`src/verilog/tm8_pkg.sv`:
```
// Constants, field layouts and types shared by the 8-bit timer with one compare unit
// Function
// - Counter and compare value are 8-bit; comparator uses all eight bits.
// - Count 0x00 is bottom, 0xFF is maximum; both feed waveform logic.
// - Highest count is fixed maximum or compare value, chosen by mode.
// - Counter ticks from prescaled clock or external pin, chosen by clock select.
// - Clock select zero stops the counter; no count and no clear happen.
// - Each tick clears, increments or decrements by one as the mode dictates.
// - Software reads and writes the counter any time, even when stopped.
// - A software counter write beats any clear or count in that cycle.
// - Overflow flag sets at the mode's point and can request an interrupt.
// - Counter equal to active compare sets compare flag on that tick.
// - Compare interrupt needs flag, its enable bit and global enable.
// - Compare flag clears when serviced or when software writes one to it.
// - Every request shows in the flag register whatever its mask bit; the mask gates only the interrupt.
// - Output follows match, mode and output action, with max and bottom cases.
// - PWM modes buffer compare value, loading at top or bottom; others don't.
// - Compare access goes to buffer when buffering, else to active register.
// - Force strobe in non-PWM modes acts like a match without flag or clear.
// - Counter write blocks the compare match on the next tick, even stopped.
// - Compare output register keeps its value across mode changes.
// - Output action bits take effect at once, not buffered with compare.
// - Mode 0 counts up, wraps without clear, sets overflow when reaching zero.
// - Mode 2 clears the counter on the tick that matches the compare value.
// - Mode 3 counts bottom to max; non-inverting clears on match, sets at bottom.
// - Output action zero leaves the compare output untouched in every mode.
package tm8_pkg;

  // ==========================================================================
  // Register byte offsets on APB
  localparam logic [7:0] TM8_OFS_CTRL    = 8'h00;
  localparam logic [7:0] TM8_OFS_COUNT   = 8'h04;
  localparam logic [7:0] TM8_OFS_COMPARE = 8'h08;
  localparam logic [7:0] TM8_OFS_FLAGS   = 8'h0c;
  localparam logic [7:0] TM8_OFS_MASK    = 8'h10;
  localparam logic [7:0] TM8_OFS_STATUS  = 8'h14;

  // ==========================================================================
  // Count extremes and reset values
  localparam logic [7:0] TM8_BOTTOM    = 8'h00;
  localparam logic [7:0] TM8_MAX       = 8'hff;
  localparam logic [7:0] TM8_RST_BYTE  = 8'h00;
  localparam logic [7:0] TM8_ONE       = 8'h01;

  // Prescaler taps: a tick when the masked low bits are all ones
  localparam logic [9:0] TM8_PRE8_MASK    = 10'h007;
  localparam logic [9:0] TM8_PRE64_MASK   = 10'h03f;
  localparam logic [9:0] TM8_PRE256_MASK  = 10'h0ff;
  localparam logic [9:0] TM8_PRE1024_MASK = 10'h3ff;

  // ==========================================================================
  // Clock select encodings
  localparam logic [2:0] TM8_CS_STOP    = 3'h0;
  localparam logic [2:0] TM8_CS_DIV1    = 3'h1;
  localparam logic [2:0] TM8_CS_DIV8    = 3'h2;
  localparam logic [2:0] TM8_CS_DIV64   = 3'h3;
  localparam logic [2:0] TM8_CS_DIV256  = 3'h4;
  localparam logic [2:0] TM8_CS_DIV1024 = 3'h5;
  localparam logic [2:0] TM8_CS_EXT_FALL = 3'h6;
  localparam logic [2:0] TM8_CS_EXT_RISE = 3'h7;

  // Waveform modes
  typedef enum logic [1:0] {
    TM8_WM_NORMAL = 2'h0,
    TM8_WM_PHASE  = 2'h1,
    TM8_WM_CTC    = 2'h2,
    TM8_WM_FAST   = 2'h3
  } tm8_wave_t;

  // Output action modes
  localparam logic [1:0] TM8_OA_NONE   = 2'h0;
  localparam logic [1:0] TM8_OA_TOGGLE = 2'h1;
  localparam logic [1:0] TM8_OA_CLEAR  = 2'h2;
  localparam logic [1:0] TM8_OA_SET    = 2'h3;

  // Count direction, a one-bit Gray sequence
  typedef enum logic {
    TM8_DIR_UP   = 1'b0,
    TM8_DIR_DOWN = 1'b1
  } tm8_dir_t;

  // Control register layout, high bit first: strobe is bit 7, clock select bits 2 to 0
  typedef struct packed {
    logic       force_compare_strobe;
    logic [1:0] output_action_mode;
    tm8_wave_t  wave_mode;
    logic [2:0] clock_select;
  } tm8_ctrl_t;

  // Flag and mask layout: bit 0 overflow, bit 1 compare
  typedef struct packed {
    logic compare;
    logic overflow;
  } tm8_irq_bits_t;

  localparam logic [1:0] TM8_IRQ_RST = 2'h0;

endpackage

```
`src/verilog/tm8_timer.sv`:
```
// APB-mapped 8-bit timer/counter with one compare unit and waveform output
//
// Implementation choices: the APB register port and the register addresses.
`timescale 1ns/1ps

module tm8_timer (
  input  wire logic        clk,
  input  wire logic        reset_n,
  input  wire logic        psel,
  input  wire logic        penable,
  input  wire logic        pwrite,
  input  wire logic [7:0]  paddr,
  input  wire logic [31:0] pwdata,
  output logic      [31:0] prdata,
  output logic             pready,
  output logic             pslverr,
  input  wire logic        external_event_pin,
  input  wire logic        global_irq_enable,
  input  wire logic        overflow_irq_ack,
  input  wire logic        compare_irq_ack,
  output logic             overflow_irq,
  output logic             compare_irq,
  output logic             compare_output
);

  // ==========================================================================
  // State
  tm8_pkg::tm8_ctrl_t     ctrl;
  tm8_pkg::tm8_ctrl_t     next_ctrl;
  tm8_pkg::tm8_irq_bits_t flags;
  tm8_pkg::tm8_irq_bits_t next_flags;
  tm8_pkg::tm8_irq_bits_t mask;
  tm8_pkg::tm8_irq_bits_t next_mask;
  tm8_pkg::tm8_dir_t      dir;
  tm8_pkg::tm8_dir_t      next_dir;
  logic [7:0]             count_value;
  logic [7:0]             next_count_value;
  logic [7:0]             compare_value;
  logic [7:0]             next_compare_value;
  logic [7:0]             compare_buf;
  logic [7:0]             next_compare_buf;
  logic                   block_match;
  logic                   next_block_match;
  logic                   next_compare_output;
  logic [9:0]             presc;
  logic                   ext_s1;
  logic                   ext_s2;
  logic                   ext_s3;
  logic [31:0]            next_prdata;
  logic                   next_pready;
  logic                   next_pslverr;
  logic                   next_overflow_irq;
  logic                   next_compare_irq;

  // Decoded bus strobes and timer conditions
  logic       access;
  logic       wr_done;
  logic       mapped;
  logic       ctrl_wr;
  logic       count_wr;
  logic       compare_wr;
  logic       flags_wr;
  logic       mask_wr;
  logic       timer_tick;
  logic       is_pwm;
  logic       at_max;
  logic       at_bottom;
  logic       raw_equal;
  logic       match;
  logic       force_hit;
  tm8_pkg::tm8_ctrl_t wr_ctrl;

  // ==========================================================================
  // APB slave: one wait state, answer registered
  assign access  = psel & penable;
  assign wr_done = access & pready & pwrite;
  assign mapped  = (paddr == tm8_pkg::TM8_OFS_CTRL)    | (paddr == tm8_pkg::TM8_OFS_COUNT) |
                   (paddr == tm8_pkg::TM8_OFS_COMPARE) | (paddr == tm8_pkg::TM8_OFS_FLAGS) |
                   (paddr == tm8_pkg::TM8_OFS_MASK)    | (paddr == tm8_pkg::TM8_OFS_STATUS);
  assign ctrl_wr    = wr_done & (paddr == tm8_pkg::TM8_OFS_CTRL);
  assign count_wr   = wr_done & (paddr == tm8_pkg::TM8_OFS_COUNT);
  assign compare_wr = wr_done & (paddr == tm8_pkg::TM8_OFS_COMPARE);
  assign flags_wr   = wr_done & (paddr == tm8_pkg::TM8_OFS_FLAGS);
  assign mask_wr    = wr_done & (paddr == tm8_pkg::TM8_OFS_MASK);

  // Read mux; force strobe always reads back as zero
  always_comb begin
    next_pready  = access & ~pready;
    next_pslverr = access & ~pready & ~mapped;
    next_prdata  = 32'h0000_0000;
    if (access & ~pready & ~pwrite) begin
      case (paddr)
        tm8_pkg::TM8_OFS_CTRL:    next_prdata[6:0] = ctrl[6:0];
        tm8_pkg::TM8_OFS_COUNT:   next_prdata[7:0] = count_value;
        tm8_pkg::TM8_OFS_COMPARE: next_prdata[7:0] = is_pwm ? compare_buf
                                                            : compare_value;
        tm8_pkg::TM8_OFS_FLAGS:   next_prdata[1:0] = flags;
        tm8_pkg::TM8_OFS_MASK:    next_prdata[1:0] = mask;
        tm8_pkg::TM8_OFS_STATUS:  next_prdata[1:0] = {dir, compare_output};
        default:                  next_prdata      = 32'h0000_0000;
      endcase
    end
  end

  // Bus answer registers
  always_ff @(posedge clk or negedge reset_n) begin
    if (!reset_n) begin
      pready  <= 1'b0;
      pslverr <= 1'b0;
      prdata  <= 32'h0000_0000;
    end else begin
      pready  <= next_pready;
      pslverr <= next_pslverr;
      prdata  <= next_prdata;
    end
  end

  // ==========================================================================
  // Timer clock: prescaler taps or synchronised external pin edges
  // The pin passes two flops before the edge detector sees it
  always_ff @(posedge clk or negedge reset_n) begin
    if (!reset_n) begin
      presc  <= 10'h000;
      ext_s1 <= 1'b0;
      ext_s2 <= 1'b0;
      ext_s3 <= 1'b0;
    end else begin
      presc  <= presc + 10'h001;
      ext_s1 <= external_event_pin;
      ext_s2 <= ext_s1;
      ext_s3 <= ext_s2;
    end
  end

  // One enable per selected source and edge; stopped when select is zero
  always_comb begin
    case (ctrl.clock_select)
      tm8_pkg::TM8_CS_STOP:     timer_tick = 1'b0;
      tm8_pkg::TM8_CS_DIV1:     timer_tick = 1'b1;
      tm8_pkg::TM8_CS_DIV8:     timer_tick = (presc & tm8_pkg::TM8_PRE8_MASK)
                                             == tm8_pkg::TM8_PRE8_MASK;
      tm8_pkg::TM8_CS_DIV64:    timer_tick = (presc & tm8_pkg::TM8_PRE64_MASK)
                                             == tm8_pkg::TM8_PRE64_MASK;
      tm8_pkg::TM8_CS_DIV256:   timer_tick = (presc & tm8_pkg::TM8_PRE256_MASK)
                                             == tm8_pkg::TM8_PRE256_MASK;
      tm8_pkg::TM8_CS_DIV1024:  timer_tick = presc == tm8_pkg::TM8_PRE1024_MASK;
      tm8_pkg::TM8_CS_EXT_FALL: timer_tick = ext_s3 & ~ext_s2;
      tm8_pkg::TM8_CS_EXT_RISE: timer_tick = ~ext_s3 & ext_s2;
      default:                  timer_tick = 1'b0;
    endcase
  end

  // ==========================================================================
  // Comparator and extreme-value detection
  assign is_pwm    = (ctrl.wave_mode == tm8_pkg::TM8_WM_PHASE) |
                     (ctrl.wave_mode == tm8_pkg::TM8_WM_FAST);
  assign at_max    = count_value == tm8_pkg::TM8_MAX;
  assign at_bottom = count_value == tm8_pkg::TM8_BOTTOM;
  assign raw_equal = count_value == compare_value;
  assign match     = raw_equal & ~block_match;
  assign wr_ctrl   = tm8_pkg::tm8_ctrl_t'(pwdata[7:0]);
  assign force_hit = ctrl_wr & wr_ctrl.force_compare_strobe & ~is_pwm;

  // Counter, buffer, flags and output; software writes other than flag clears are applied last so they win
  always_comb begin
    next_ctrl           = ctrl;
    next_mask           = mask;
    next_dir            = dir;
    next_count_value    = count_value;
    next_compare_value  = compare_value;
    next_compare_buf    = compare_buf;
    next_block_match    = block_match;
    next_compare_output = compare_output;
    next_flags          = flags;
    // Clears first, so a set in the same cycle survives
    if (flags_wr) begin
      next_flags = next_flags & ~tm8_pkg::tm8_irq_bits_t'(pwdata[1:0]);
    end
    if (compare_irq_ack) begin
      next_flags.compare = 1'b0;
    end
    if (overflow_irq_ack) begin
      next_flags.overflow = 1'b0;
    end
    if (timer_tick) begin
      next_block_match = 1'b0;
      if (match) begin
        next_flags.compare = 1'b1;
      end
      case (ctrl.wave_mode)
        tm8_pkg::TM8_WM_NORMAL: begin
          next_count_value = count_value + tm8_pkg::TM8_ONE;
          if (at_max) begin
            next_flags.overflow = 1'b1;
          end
          if (match) begin
            case (ctrl.output_action_mode)
              tm8_pkg::TM8_OA_TOGGLE: next_compare_output = ~compare_output;
              tm8_pkg::TM8_OA_CLEAR:  next_compare_output = 1'b0;
              tm8_pkg::TM8_OA_SET:    next_compare_output = 1'b1;
              default:                next_compare_output = compare_output;
            endcase
          end
        end
        tm8_pkg::TM8_WM_CTC: begin
          // Compare value acts as top: the matching tick reloads zero
          next_count_value = match ? tm8_pkg::TM8_BOTTOM
                                   : count_value + tm8_pkg::TM8_ONE;
          if (at_max) begin
            next_flags.overflow = 1'b1;
          end
          if (match) begin
            case (ctrl.output_action_mode)
              tm8_pkg::TM8_OA_TOGGLE: next_compare_output = ~compare_output;
              tm8_pkg::TM8_OA_CLEAR:  next_compare_output = 1'b0;
              tm8_pkg::TM8_OA_SET:    next_compare_output = 1'b1;
              default:                next_compare_output = compare_output;
            endcase
          end
        end
        tm8_pkg::TM8_WM_FAST: begin
          next_count_value = count_value + tm8_pkg::TM8_ONE;
          if (at_max) begin
            next_flags.overflow = 1'b1;
            next_compare_value  = compare_buf;
          end
          // Match first, bottom last: a compare of max then gives a steady level
          if (match & ctrl.output_action_mode[1]) begin
            next_compare_output = ctrl.output_action_mode[0];
          end
          if (at_max & ctrl.output_action_mode[1]) begin
            next_compare_output = ~ctrl.output_action_mode[0];
          end
        end
        tm8_pkg::TM8_WM_PHASE: begin
          if (dir == tm8_pkg::TM8_DIR_UP) begin
            if (at_max) begin
              next_dir           = tm8_pkg::TM8_DIR_DOWN;
              next_count_value   = count_value - tm8_pkg::TM8_ONE;
              next_compare_value = compare_buf;
            end else begin
              next_count_value = count_value + tm8_pkg::TM8_ONE;
            end
          end else begin
            if (at_bottom) begin
              next_dir            = tm8_pkg::TM8_DIR_UP;
              next_count_value    = count_value + tm8_pkg::TM8_ONE;
              next_flags.overflow = 1'b1;
            end else begin
              next_count_value = count_value - tm8_pkg::TM8_ONE;
            end
          end
          // Non-inverting clears on the way up, sets on the way down
          if (match & ctrl.output_action_mode[1]) begin
            next_compare_output = (dir == tm8_pkg::TM8_DIR_DOWN) ^
                                  ctrl.output_action_mode[0];
          end
        end
        default: next_count_value = count_value;
      endcase
    end
    // Forced compare: output only, no flag and no counter change
    // Action bits written with the strobe apply, since they take effect at once
    if (force_hit) begin
      case (wr_ctrl.output_action_mode)
        tm8_pkg::TM8_OA_TOGGLE: next_compare_output = ~compare_output;
        tm8_pkg::TM8_OA_CLEAR:  next_compare_output = 1'b0;
        tm8_pkg::TM8_OA_SET:    next_compare_output = 1'b1;
        default:                next_compare_output = compare_output;
      endcase
    end
    // Control takes effect at once; the strobe bit is never stored
    if (ctrl_wr) begin
      next_ctrl = tm8_pkg::tm8_ctrl_t'({1'b0, pwdata[6:0]});
    end
    if (mask_wr) begin
      next_mask = tm8_pkg::tm8_irq_bits_t'(pwdata[1:0]);
    end
    if (compare_wr) begin
      next_compare_buf = pwdata[7:0];
      if (!is_pwm) begin
        next_compare_value = pwdata[7:0];
      end
    end
    if (count_wr) begin
      next_count_value = pwdata[7:0];
      next_block_match = 1'b1;
    end
  end

  // Interrupt requests: flag gated by its mask bit and the global enable
  assign next_overflow_irq = flags.overflow & mask.overflow & global_irq_enable;
  assign next_compare_irq  = flags.compare & mask.compare & global_irq_enable;

  // Timer state registers; all clear on reset
  always_ff @(posedge clk or negedge reset_n) begin
    if (!reset_n) begin
      ctrl           <= tm8_pkg::tm8_ctrl_t'(tm8_pkg::TM8_RST_BYTE);
      mask           <= tm8_pkg::tm8_irq_bits_t'(tm8_pkg::TM8_IRQ_RST);
      flags          <= tm8_pkg::tm8_irq_bits_t'(tm8_pkg::TM8_IRQ_RST);
      dir            <= tm8_pkg::TM8_DIR_UP;
      count_value    <= tm8_pkg::TM8_RST_BYTE;
      compare_value  <= tm8_pkg::TM8_RST_BYTE;
      compare_buf    <= tm8_pkg::TM8_RST_BYTE;
      block_match    <= 1'b0;
      compare_output <= 1'b0;
      overflow_irq   <= 1'b0;
      compare_irq    <= 1'b0;
    end else begin
      ctrl           <= next_ctrl;
      mask           <= next_mask;
      flags          <= next_flags;
      dir            <= next_dir;
      count_value    <= next_count_value;
      compare_value  <= next_compare_value;
      compare_buf    <= next_compare_buf;
      block_match    <= next_block_match;
      compare_output <= next_compare_output;
      overflow_irq   <= next_overflow_irq;
      compare_irq    <= next_compare_irq;
    end
  end
endmodule // tm8_timer

```
`config.mk`:
```
export PLATFORM = sky130hd
export DESIGN_NAME = tm8_timer
export DESIGN_NICKNAME = d
export VERILOG_FILES = /design/src/verilog/tm8_pkg.sv /design/src/verilog/tm8_timer.sv
export SDC_FILE = /design/constraint.sdc
export NUM_CORES = 1
export LEC_CHECK = 0
export ABC_AREA = 0
export BUFFER_PORTS_ARGS = -buffer_cell sky130_fd_sc_hd__buf_2
export CAP_MARGIN = 20
export CORE_MARGIN = 4
export CORE_UTILIZATION = 55
export CTS_CLUSTER_DIAMETER = 50
export CTS_CLUSTER_SIZE = 28
export DETAILED_ROUTE_END_ITERATION = 8
export GPL_TIMING_DRIVEN = 0
export HOLD_SLACK_MARGIN = 0.05
export PLACE_DENSITY = 0.84
export SKIP_CTS_REPAIR_TIMING = 1
export SLEW_MARGIN = 20
export SYNTH_ARGS = -nofsm -noshare
export SYNTH_HDL_FRONTEND = slang
export SYNTH_SLANG_ARGS = --single-unit
```
`constraint.sdc`:
```
create_clock -name clk -period 3.35 [get_ports clk]
set_input_delay 0.67 -clock clk [delete_from_list [all_inputs] [get_ports clk]]
set_output_delay 0.67 -clock clk [all_outputs]
set_load 0.03 [all_outputs]
```
==> results of run 1 <==
power by group through the flow:
stage / logic [µW] / registers, µW / clock network, µW
detailed placement: 265 / 807 / 0
CTS: 266 / 792 / 569
global placement: 257 / 806 / 0
global route: 295 / 794 / 610
floorplan: 186 / 807 / 0
finish: 272 / 793 / 565
kinds of logic (layout without fill, tap and decap cells):
group / Yosys count / after routing / synth area share (%)
buffers and inverters: 69 / 120 / 9.10
other: 1 / 24 / 0.0963
DFF: 63 / 63 / 40.5
muxes: 23 / 23 / 6.43
xor gates and xnor gates: 29 / 29 / 6.53
AOI/OAI and AO/OA: 98 / 98 / 15.7
adders and majority gates: 9 / 9 / 2.89
and+or+nand+nor: 139 / 139 / 18.8
worst max-delay path by stage:
stage / endpoint / cells past startpoint / start
after floorplan: compare_output / 7 / paddr[1]
after global placement: compare_value[1] / 7 / paddr[1]
after detailed placement: compare_value[6] / 7 / paddr[1]
after CTS: count_value[6] / 8 / count_value[2]
after global routing: count_value[6] / 8 / count_value[2]
final: count_value[6] / 8 / count_value[2]
critical path, stage by stage, from the launching register on:
cell      delay [ns]
dfrtp_1         0.38
clkbuf_1        0.46
xnor2_1         0.18
nand4_1         0.10
nor4_1          0.77
mux2_2          0.41
a21oi_1         0.08
a221oi_1        0.36
nor2_1          0.09
state kept, by name (all words and copies together), names as in the netlist, 2 cells and up:
| signal | cells |
|---|---|
| prdata | 8 |
| compare_value | 8 |
| count_value | 8 |
| presc | 10 |
| compare_buf | 8 |
| mask | 2 |
| flags | 2 |
| ctrl | 7 |
cell usage after synthesis (6+ instances only):
library cell,instances,share of area [%]
a21oi_1,26,3.3
and3_1,7,1.1
dfrtp_1,63,41
o21ai_0,37,4.8
buf_4,24,4.6
inv_1,23,2.2
a22oi_1,9,1.7
xor2_1,10,2.2
o221ai_1,6,1.4
nand2_1,48,4.6
nor3_1,6,0.77
ha_1,9,2.9
xnor2_1,19,4.3
nor4_1,7,1.1
clkbuf_1,17,1.6
mux2i_1,7,1.8
nand3_1,13,1.7
nor2_1,21,2.0
nor2b_1,6,0.96
mux2_2,16,4.6
cell type report:
type / instances / share of cell area, %
Buffer: 46 / 6.00
Clock buffer: 9 / 2.78
Clock inverter: 6 / 0.870
Inverter: 23 / 1.94
Multi-Input combinational cell: 322 / 45.9
Sequential cell: 63 / 35.4
Tap cell: 96 / 2.69
Timing Repair Buffer: 36 / 4.43
routing by layer:
metal	part of all wire, %	track usage (%)	up-vias
li1	-	-	1615
met1	38	29.3	1618
met2	48	39.5	199
met3	10	6.56	41
met4	3.1	13.0	0
met5	0	0	-
through the flow:
stage               power [µW]  area [µm²]  hold slack, ns  setup WS (ns)
global route              1700        4460           0.220          0.277
global placement          1060        4270           0.336          0.454
floorplan                  993        3980           0.331          0.922
finish                    1630        4460           0.207          0.398
CTS                       1630        4460           0.210          0.557
detailed placement        1070        4300           0.336          0.433
==> impl_metrics.py, run 1 <==
metrics = {
    "status": {
        "status": "completed",
    },
    "timing": {
        "setup_viol": 0,
        "max_slew_margin_pct": 32.9,
        "post-route-min-period_ns": 2.95,
        "maxSlewViolCount": 0,
        "worst_pin_slew_ns": 0.997,
        "rsz0062_at_grt": "no",
        "hold_viol": 0,
        "fmax_ghz": 0.339,
        "finalSetupTns_ns": 0,
        "finClkSkew_ns": 0.00870,
        "finalCritPeriodShare_pct": 88.1,
    },
    "routing": {
        "ant_nets": 0,
        "num_vias": 3473,
        "drt-total-wl_um": 9930,
        "vias_per_cell": 5.78,
        "first_pass_iters": 6,
        "wl_per_cell_um": 16.5,
        "drc": 0,
        "drt_iter0_markers": 368,
    },
    "grt": {
        "grt_overflow_total": 0,
        "grt_antenna_before_repair": 0,
        "grt_pass1_vias": 3446,
        "grt_usage_pct": 24.3,
        "grt_pass1_wl_um": 16200,
        "grt_max_degree": 43,
    },
    "finish": {
        "antennaDiodeCount": 0,
        "stdcell_count": 601,
        "mostFrequentLayoutCell": "dfrtp_1",
        "final_util_pct": 65.3,
        "final_cell_mix": "63 x dfrtp_1, 48 x nand2_1, 38 x buf_2",
        "regArea_um2": 1580,
        "multiInputGateArea_um2": 2050,
        "nFillCells": 571,
        "final_nets": 559,
        "drive_gt1_share_pct": 20.6,
        "layout-area-overhead-vs-synth_pct": 14.6,
    },
    "logic_synthesis": {
        "syn_avg_cell_area_um2": 9.03,
        "synth_cell_types": 55,
        "synth_ff_type": "dfrtp_1",
        "syn_area_um2": 3890,
        "synth-seq-cells": 63,
        "synth_edf_count": 0,
        "async_flop_share_pct": 100,
        "synth_cells": 431,
        "ys_seq_area_share_pct": 40.5,
        "yosys_warnings": 0,
    },
    "clock_tree": {
        "clock_latency_ns": 0.35,
        "cts_sinks": 63,
        "tritoncts": "done",
        "cts_buffers": 9,
        "clk_pin_slew_worst_paths_ns": 0.07,
        "clock_path_buffers": 2,
        "cts_root_buf": "clkbuf_8",
        "cts.htree.levels": 3,
    },
    "placement": {
        "place_inst": 586,
        "port_buffers": 35,
        "hpwl_um": 7250,
        "gp_congestion": 0.897,
    },
    "run": {
        "maxCapViolCount": 0,
    },
    "worst_setup_path": {
        "path_class": "reg -> reg",
        "worstPathRequired_ns": 3.57,
        "reg2reg_setup_slack_ns": 0.40,
        "cp-end-kind": "register",
        "critPathMaxFanout": 10,
        "arrival_ns": 3.18,
        "worstReg2RegStart": "count_value[2]",
        "cp-start-kind": "register",
        "r2r_cells": 8,
        "reg2reg_to": "count_value[6]",
    },
    "floorplanning": {
        "fp.dieArea_um2": 8490,
        "pin_count": 86,
        "rows": 30,
        "fp.dieH_um": 92.1,
        "core-area_um2": 6830,
        "initial_utilization_pct": 57.0,
        "die_w_um": 92.1,
    },
    "min_path": {
        "hold_path_class": "in -> async",
    },
    "power_and_ir_drop": {
        "intPower_uw": 1140,
        "leakagePower_uw": 0.00208,
        "p_switching_uw": 492,
        "power_density_nw_per_um2": 366,
        "p_seq_share_pct": 48.6,
        "p_clk_share_pct": 34.7,
        "peakVddDrop_mv": 0.295,
        "power_frac_comb_pct": 16.7,
        "swShare_pct": 30.2,
    },
}
Note: power is estimated with default switching activity, not from simulation.
==> run 2: changes to the inputs <==
Settings changed: CELL_PAD_IN_SITES_DETAIL_PLACEMENT from default to 1, CELL_PAD_IN_SITES_GLOBAL_PLACEMENT from default to 1, CORE_UTILIZATION 55 to 41, PLACE_DENSITY 0.84 to 0.83.
==> run 2 against run 1 <==
Sequential power is essentially flat; flip-flop and latch count stayed put; worst setup slack got worse by 0.11 ns; via count increased by 2.6%; design area is 2.5% higher; register-to-register slack got worse by 0.11 ns; worst hold slack got worse by 0.049 ns; clock skew is 0.0064 ns higher; wire length rose by 23%; utilization fell by 16 points; count of clock-buffer cells in the layout stayed put; maximum frequency is 3.5% lower; largest power group unchanged.
==> impl_metrics.py, run 2 (same netlist as run 1, synthesis figures left out) <==
metrics = {
    "status": {
        "status": "completed",
    },
    "power_and_ir_drop": {
        "intPower_uw": 1310,
        "p_switching_uw": 554,
        "swShare_pct": 29.8,
        "power_density_nw_per_um2": 407,
        "leakagePower_uw": 0.00211,
        "p_clk_share_pct": 42.2,
        "peakVddDrop_mv": 0.340,
        "power_frac_comb_pct": 15.1,
        "p_seq_share_pct": 42.6,
    },
    "worst_setup_path": {
        "critPathLaunch": "count_value[2]",
        "crit_end": "count_value[6]",
        "cp-start-kind": "register",
        "path_cells": "clkbuf_1 -> xnor2_1 -> nand4_1 -> nor4_1 -> mux2_2 -> a21oi_1 -> a221oi_1 -> nor2_1",
        "reg2reg_to": "count_value[6]",
        "arrival_ns": 3.29,
        "cp-end-kind": "register",
        "path_class": "reg -> reg",
        "worstPathRequired_ns": 3.58,
        "r2r_cells": 8,
        "critPathMaxFanout": 10,
        "crit_slowest_cell": "nor4_1",
        "worst-path-buf-inv": 1,
        "worstReg2RegStart": "count_value[2]",
        "cp.depth": 8,
        "cp_top_family": "simple AND/OR/NAND/NOR gates",
        "cpPeakStageDelay_ns": 0.83,
        "reg2reg_setup_slack_ns": 0.29,
    },
    "timing": {
        "hold_viol": 0,
        "hold_ws_ns": 0.158,
        "finalCritPeriodShare_pct": 91.3,
        "maxSlewViolCount": 0,
        "worst_pin_slew_ns": 1.08,
        "setup_viol": 0,
        "post-route-min-period_ns": 3.06,
        "fmax_ghz": 0.327,
        "max_slew_margin_pct": 27.6,
        "worst_slack_ns": 0.291,
        "finClkSkew_ns": 0.0151,
        "rsz0062_at_grt": "no",
        "finalSetupTns_ns": 0,
    },
    "routing": {
        "vias_per_cell": 5.61,
        "drc": 0,
        "drt-total-wl_um": 12200,
        "first_pass_iters": 5,
        "wl_per_cell_um": 19.2,
        "num_vias": 3562,
        "ant_nets": 0,
        "drt_iter0_markers": 157,
    },
    "finish": {
        "drive_gt1_share_pct": 20.8,
        "final_cell_mix": "63 x dfrtp_1, 48 x nand2_1, 38 x buf_2",
        "design_area_um2": 4570,
        "multiInputGateArea_um2": 2050,
        "mostFrequentLayoutCell": "dfrtp_1",
        "stdcell_count": 635,
        "layout-area-overhead-vs-synth_pct": 17.5,
        "final_nets": 559,
        "largest_register": "presc",
        "nFillCells": 1116,
        "antennaDiodeCount": 0,
        "regArea_um2": 1580,
        "largest_register_ffs": 10,
    },
    "run": {
        "maxCapViolCount": 0,
    },
    "clock_tree": {
        "clock_latency_ns": 0.36,
        "cts_root_buf": "clkbuf_8",
        "clock_path_buffers": 2,
        "cts_sinks": 63,
        "cts_buffers": 9,
        "clk_pin_slew_worst_paths_ns": 0.09,
        "tritoncts": "done",
        "cts.htree.levels": 3,
    },
    "floorplanning": {
        "fp.dieArea_um2": 11100,
        "pin_count": 86,
        "die_w_um": 105,
        "rows": 35,
        "core-area_um2": 9240,
        "initial_utilization_pct": 42.1,
        "fp.dieH_um": 105,
    },
    "placement": {
        "port_buffers": 35,
        "place_inst": 619,
        "gp_congestion": 0.872,
        "post-place-ws_ns": 0.263,
        "placed_cell_area_um2": 4350,
        "hpwl_um": 8890,
    },
    "grt": {
        "grt_pass1_vias": 3823,
        "grt_overflow_total": 0,
        "grt_antenna_before_repair": 0,
        "grt_usage_pct": 22.8,
        "grt_max_degree": 54,
        "grt_pass1_wl_um": 19900,
    },
    "min_path": {
        "hold_path_class": "in -> async",
    },
}
run 2: area by class of cell:
type | count | area share, %
clock buffer | 9 | 2.71
inverter | 23 | 1.89
sequential | 63 | 34.5
clock inverter | 7 | 2.24
tap | 129 | 3.53
multi-input combinational | 322 | 44.8
timing repair buffer | 36 | 4.49
buffer | 46 | 5.86
run 2: worst reg2reg max path, delay by kind of cell (launching register included):
kind	cells	cell delay [ns]
compound gates	2	0.38
buf+inv	1	0.50
mux	1	0.42
xor+xnor	1	0.19
flops	1	0.40
simple gates	3	1.03
run 2: worst min path at each step:
| stage | end | start | cells after the start | slack (ns) |
|---|---|---|---|---|
| floorplan | ext_s2 | ext_s1 | 0 | 0.33 |
| global placement | ext_s2 | ext_s1 | 0 | 0.34 |
| detailed placement | ext_s2 | ext_s1 | 0 | 0.34 |
| CTS | ctrl[6] | reset_n | 1 | 0.16 |
| global route | ctrl[6] | reset_n | 1 | 0.16 |
| finish | ctrl[6] | reset_n | 1 | 0.16 |
run 2: per-stage QoR:
stage | utilization [%] | power, µW
detailed placement | 47.0 | 1080
global placement | 46.7 | 1070
floorplan | - | 993
global route | 49.5 | 1940
finish | 49.5 | 1860
CTS | 49.5 | 1860
run 2: power groups by stage:
stage          Clock (µW)  Combinational, µW  Sequential, µW
3_3_place_gp            0                263             807
6_report              786                281             793
3_5_place_dp            0                275             808
2_1_floorplan           0                186             807
4_1_cts               792                278             793
5_1_grt               839                309             796
run 2: metal layers:
metal	vias up	track usage [%]	wire length, µm
met1	1809	27.5	4940
met2	109	39.4	6250
met3	33	3.92	562
li1	1611	-	-
met4	0	10.6	418
met5	-	0	0
==> run 3: changes to the inputs <==
Settings changed: BUFFER_PORTS_ARGS -buffer_cell sky130_fd_sc_hd__buf_2 to -buffer_cell sky130_fd_sc_hd__clkbuf_2, CORE_ASPECT_RATIO from default to 0.9.
==> run 3 against run 2 <==
Count of clock-buffer cells in the layout did not move; register-to-register slack worse by 0.02 ns; design area decreased by 0.55%; clock skew fell by 0.0077 ns; non-clock buffer count is the same; critical endpoint is now count_value[7].
==> impl_metrics.py, run 3 (same netlist as run 1, synthesis figures left out) <==
metrics = {
    "worst_setup_path": {
        "reg2reg_setup_slack_ns": 0.27,
        "cp-start-kind": "register",
        "arrival_ns": 3.34,
        "worstPathRequired_ns": 3.61,
        "cp-end-kind": "register",
        "r2r_cells": 11,
        "reg2reg_to": "count_value[7]",
        "worstReg2RegStart": "count_value[0]",
        "critPathMaxFanout": 10,
        "path_class": "reg -> reg",
    },
    "clock_tree": {
        "tritoncts": "done",
        "cts_buffers": 9,
        "clk_pin_slew_worst_paths_ns": 0.07,
        "clock_path_buffers": 2,
        "cts_sinks": 63,
        "clock_latency_ns": 0.34,
        "cts.htree.levels": 3,
        "cts_root_buf": "clkbuf_8",
    },
    "grt": {
        "grt_usage_pct": 21.9,
        "grt_max_degree": 47,
        "grt_overflow_total": 0,
        "grt_pass1_wl_um": 19500,
        "grt_antenna_before_repair": 0,
        "grt_pass1_vias": 3745,
    },
    "timing": {
        "rsz0062_at_grt": "no",
        "finClkSkew_ns": 0.00740,
        "worst_pin_slew_ns": 0.953,
        "hold_viol": 0,
        "finalSetupTns_ns": 0,
        "post-route-min-period_ns": 3.08,
        "max_slew_margin_pct": 36.0,
        "finalCritPeriodShare_pct": 91.8,
        "setup_viol": 0,
        "maxSlewViolCount": 0,
        "fmax_ghz": 0.325,
    },
    "placement": {
        "port_buffers": 35,
        "place_inst": 612,
        "hpwl_um": 8720,
        "gp_congestion": 0.887,
    },
    "floorplanning": {
        "fp.dieH_um": 100,
        "pin_count": 86,
        "core-area_um2": 9170,
        "rows": 33,
        "die_w_um": 111,
        "fp.dieArea_um2": 11100,
        "initial_utilization_pct": 42.5,
    },
    "finish": {
        "regArea_um2": 1580,
        "nFillCells": 1129,
        "stdcell_count": 627,
        "largest_register": "presc",
        "mostFrequentLayoutCell": "dfrtp_1",
        "final_nets": 559,
        "layout-area-overhead-vs-synth_pct": 16.8,
        "multiInputGateArea_um2": 2050,
        "largest_register_ffs": 10,
        "antennaDiodeCount": 0,
        "final_cell_mix": "63 x dfrtp_1, 48 x nand2_1, 37 x o21ai_0",
        "drive_gt1_share_pct": 20.6,
    },
    "routing": {
        "num_vias": 3480,
        "first_pass_iters": 6,
        "wl_per_cell_um": 18.9,
        "drc": 0,
        "ant_nets": 0,
        "vias_per_cell": 5.55,
        "drt_iter0_markers": 245,
        "drt-total-wl_um": 11800,
    },
    "power_and_ir_drop": {
        "leakagePower_uw": 0.00210,
        "power_density_nw_per_um2": 396,
        "peakVddDrop_mv": 0.194,
    },
    "min_path": {
        "hold_path_class": "in -> async",
    },
    "status": {
        "status": "completed",
    },
    "run": {
        "maxCapViolCount": 0,
    },
}
## run 3: cell types whose count changed in the layout (fill, tap and decap cells not counted)
cell / change
buf_2: -34
inv_6: -3
clkbuf_2: +34
clkinv_2: +2
buf_4: -1
clkbuf_4: +1
## run 3: cell type report
type,count,share of cell area (%)
plain buffers,46,5.89
clock buffers,9,2.72
clock inverters,6,1.90
inverters,23,1.90
multi-input cells,322,45.0
flip-flops and latches,63,34.7
well taps,122,3.36
repair buffers,36,4.51
## run 3: through the flow
step	total power [µW]	setup slack, ns	util, %	hold WS (ns)	instance area (µm²)
2_1_floorplan	993	0.922	-	0.331	3980
3_3_place_gp	1070	0.332	47.0	0.332	4310
3_5_place_dp	1080	0.292	47.3	0.362	4340
4_1_cts	1810	0.323	49.6	0.221	4550
5_1_grt	1870	0.114	49.6	0.224	4550
6_report	1800	0.274	49.6	0.223	4550
## run 3: worst max path at each step
stage / start / endpoint / slack (ns) / cells past startpoint
floorplan: paddr[1] / compare_output / 0.92 / 7
global placement: paddr[1] / ctrl[3] / 0.33 / 6
detailed placement: paddr[1] / ctrl[3] / 0.29 / 6
CTS: count_value[0] / count_value[7] / 0.32 / 11
global route: count_value[0] / count_value[7] / 0.11 / 11
finish: count_value[0] / count_value[7] / 0.27 / 11
## run 3: per-layer routing
metal / vias to the layer above / GRT usage (%) / share of wire (%)
met1: 1716 / 27.9 / 43
li1: 1606 / - / -
met3: 18 / 5.73 / 7.7
met4: 0 / 7.86 / 1.7
met2: 140 / 36.1 / 47
met5: - / 0 / 0
## run 3: where the power goes
part	internal [µW]	total [µW]	switching [µW]	leakage, µW
Combinational	97.3	280	183	0.00119
Clock	413	726	313	0.000105
Sequential	781	793	11.7	0.000804
Total	1290	1800	508	0.00210
## run 3: critical path, cell delays in order (launching register included)
cell and delay (ns):
dfrtp_1 0.35, clkbuf_1 0.49, inv_1 0.11, ha_1 0.29, nor4b_1 0.18, and4b_1 0.28
or2_2 0.31, clkbuf_1 0.21, o21ai_0 0.31, xor2_1 0.20, a21oi_1 0.09, o21ai_0 0.19
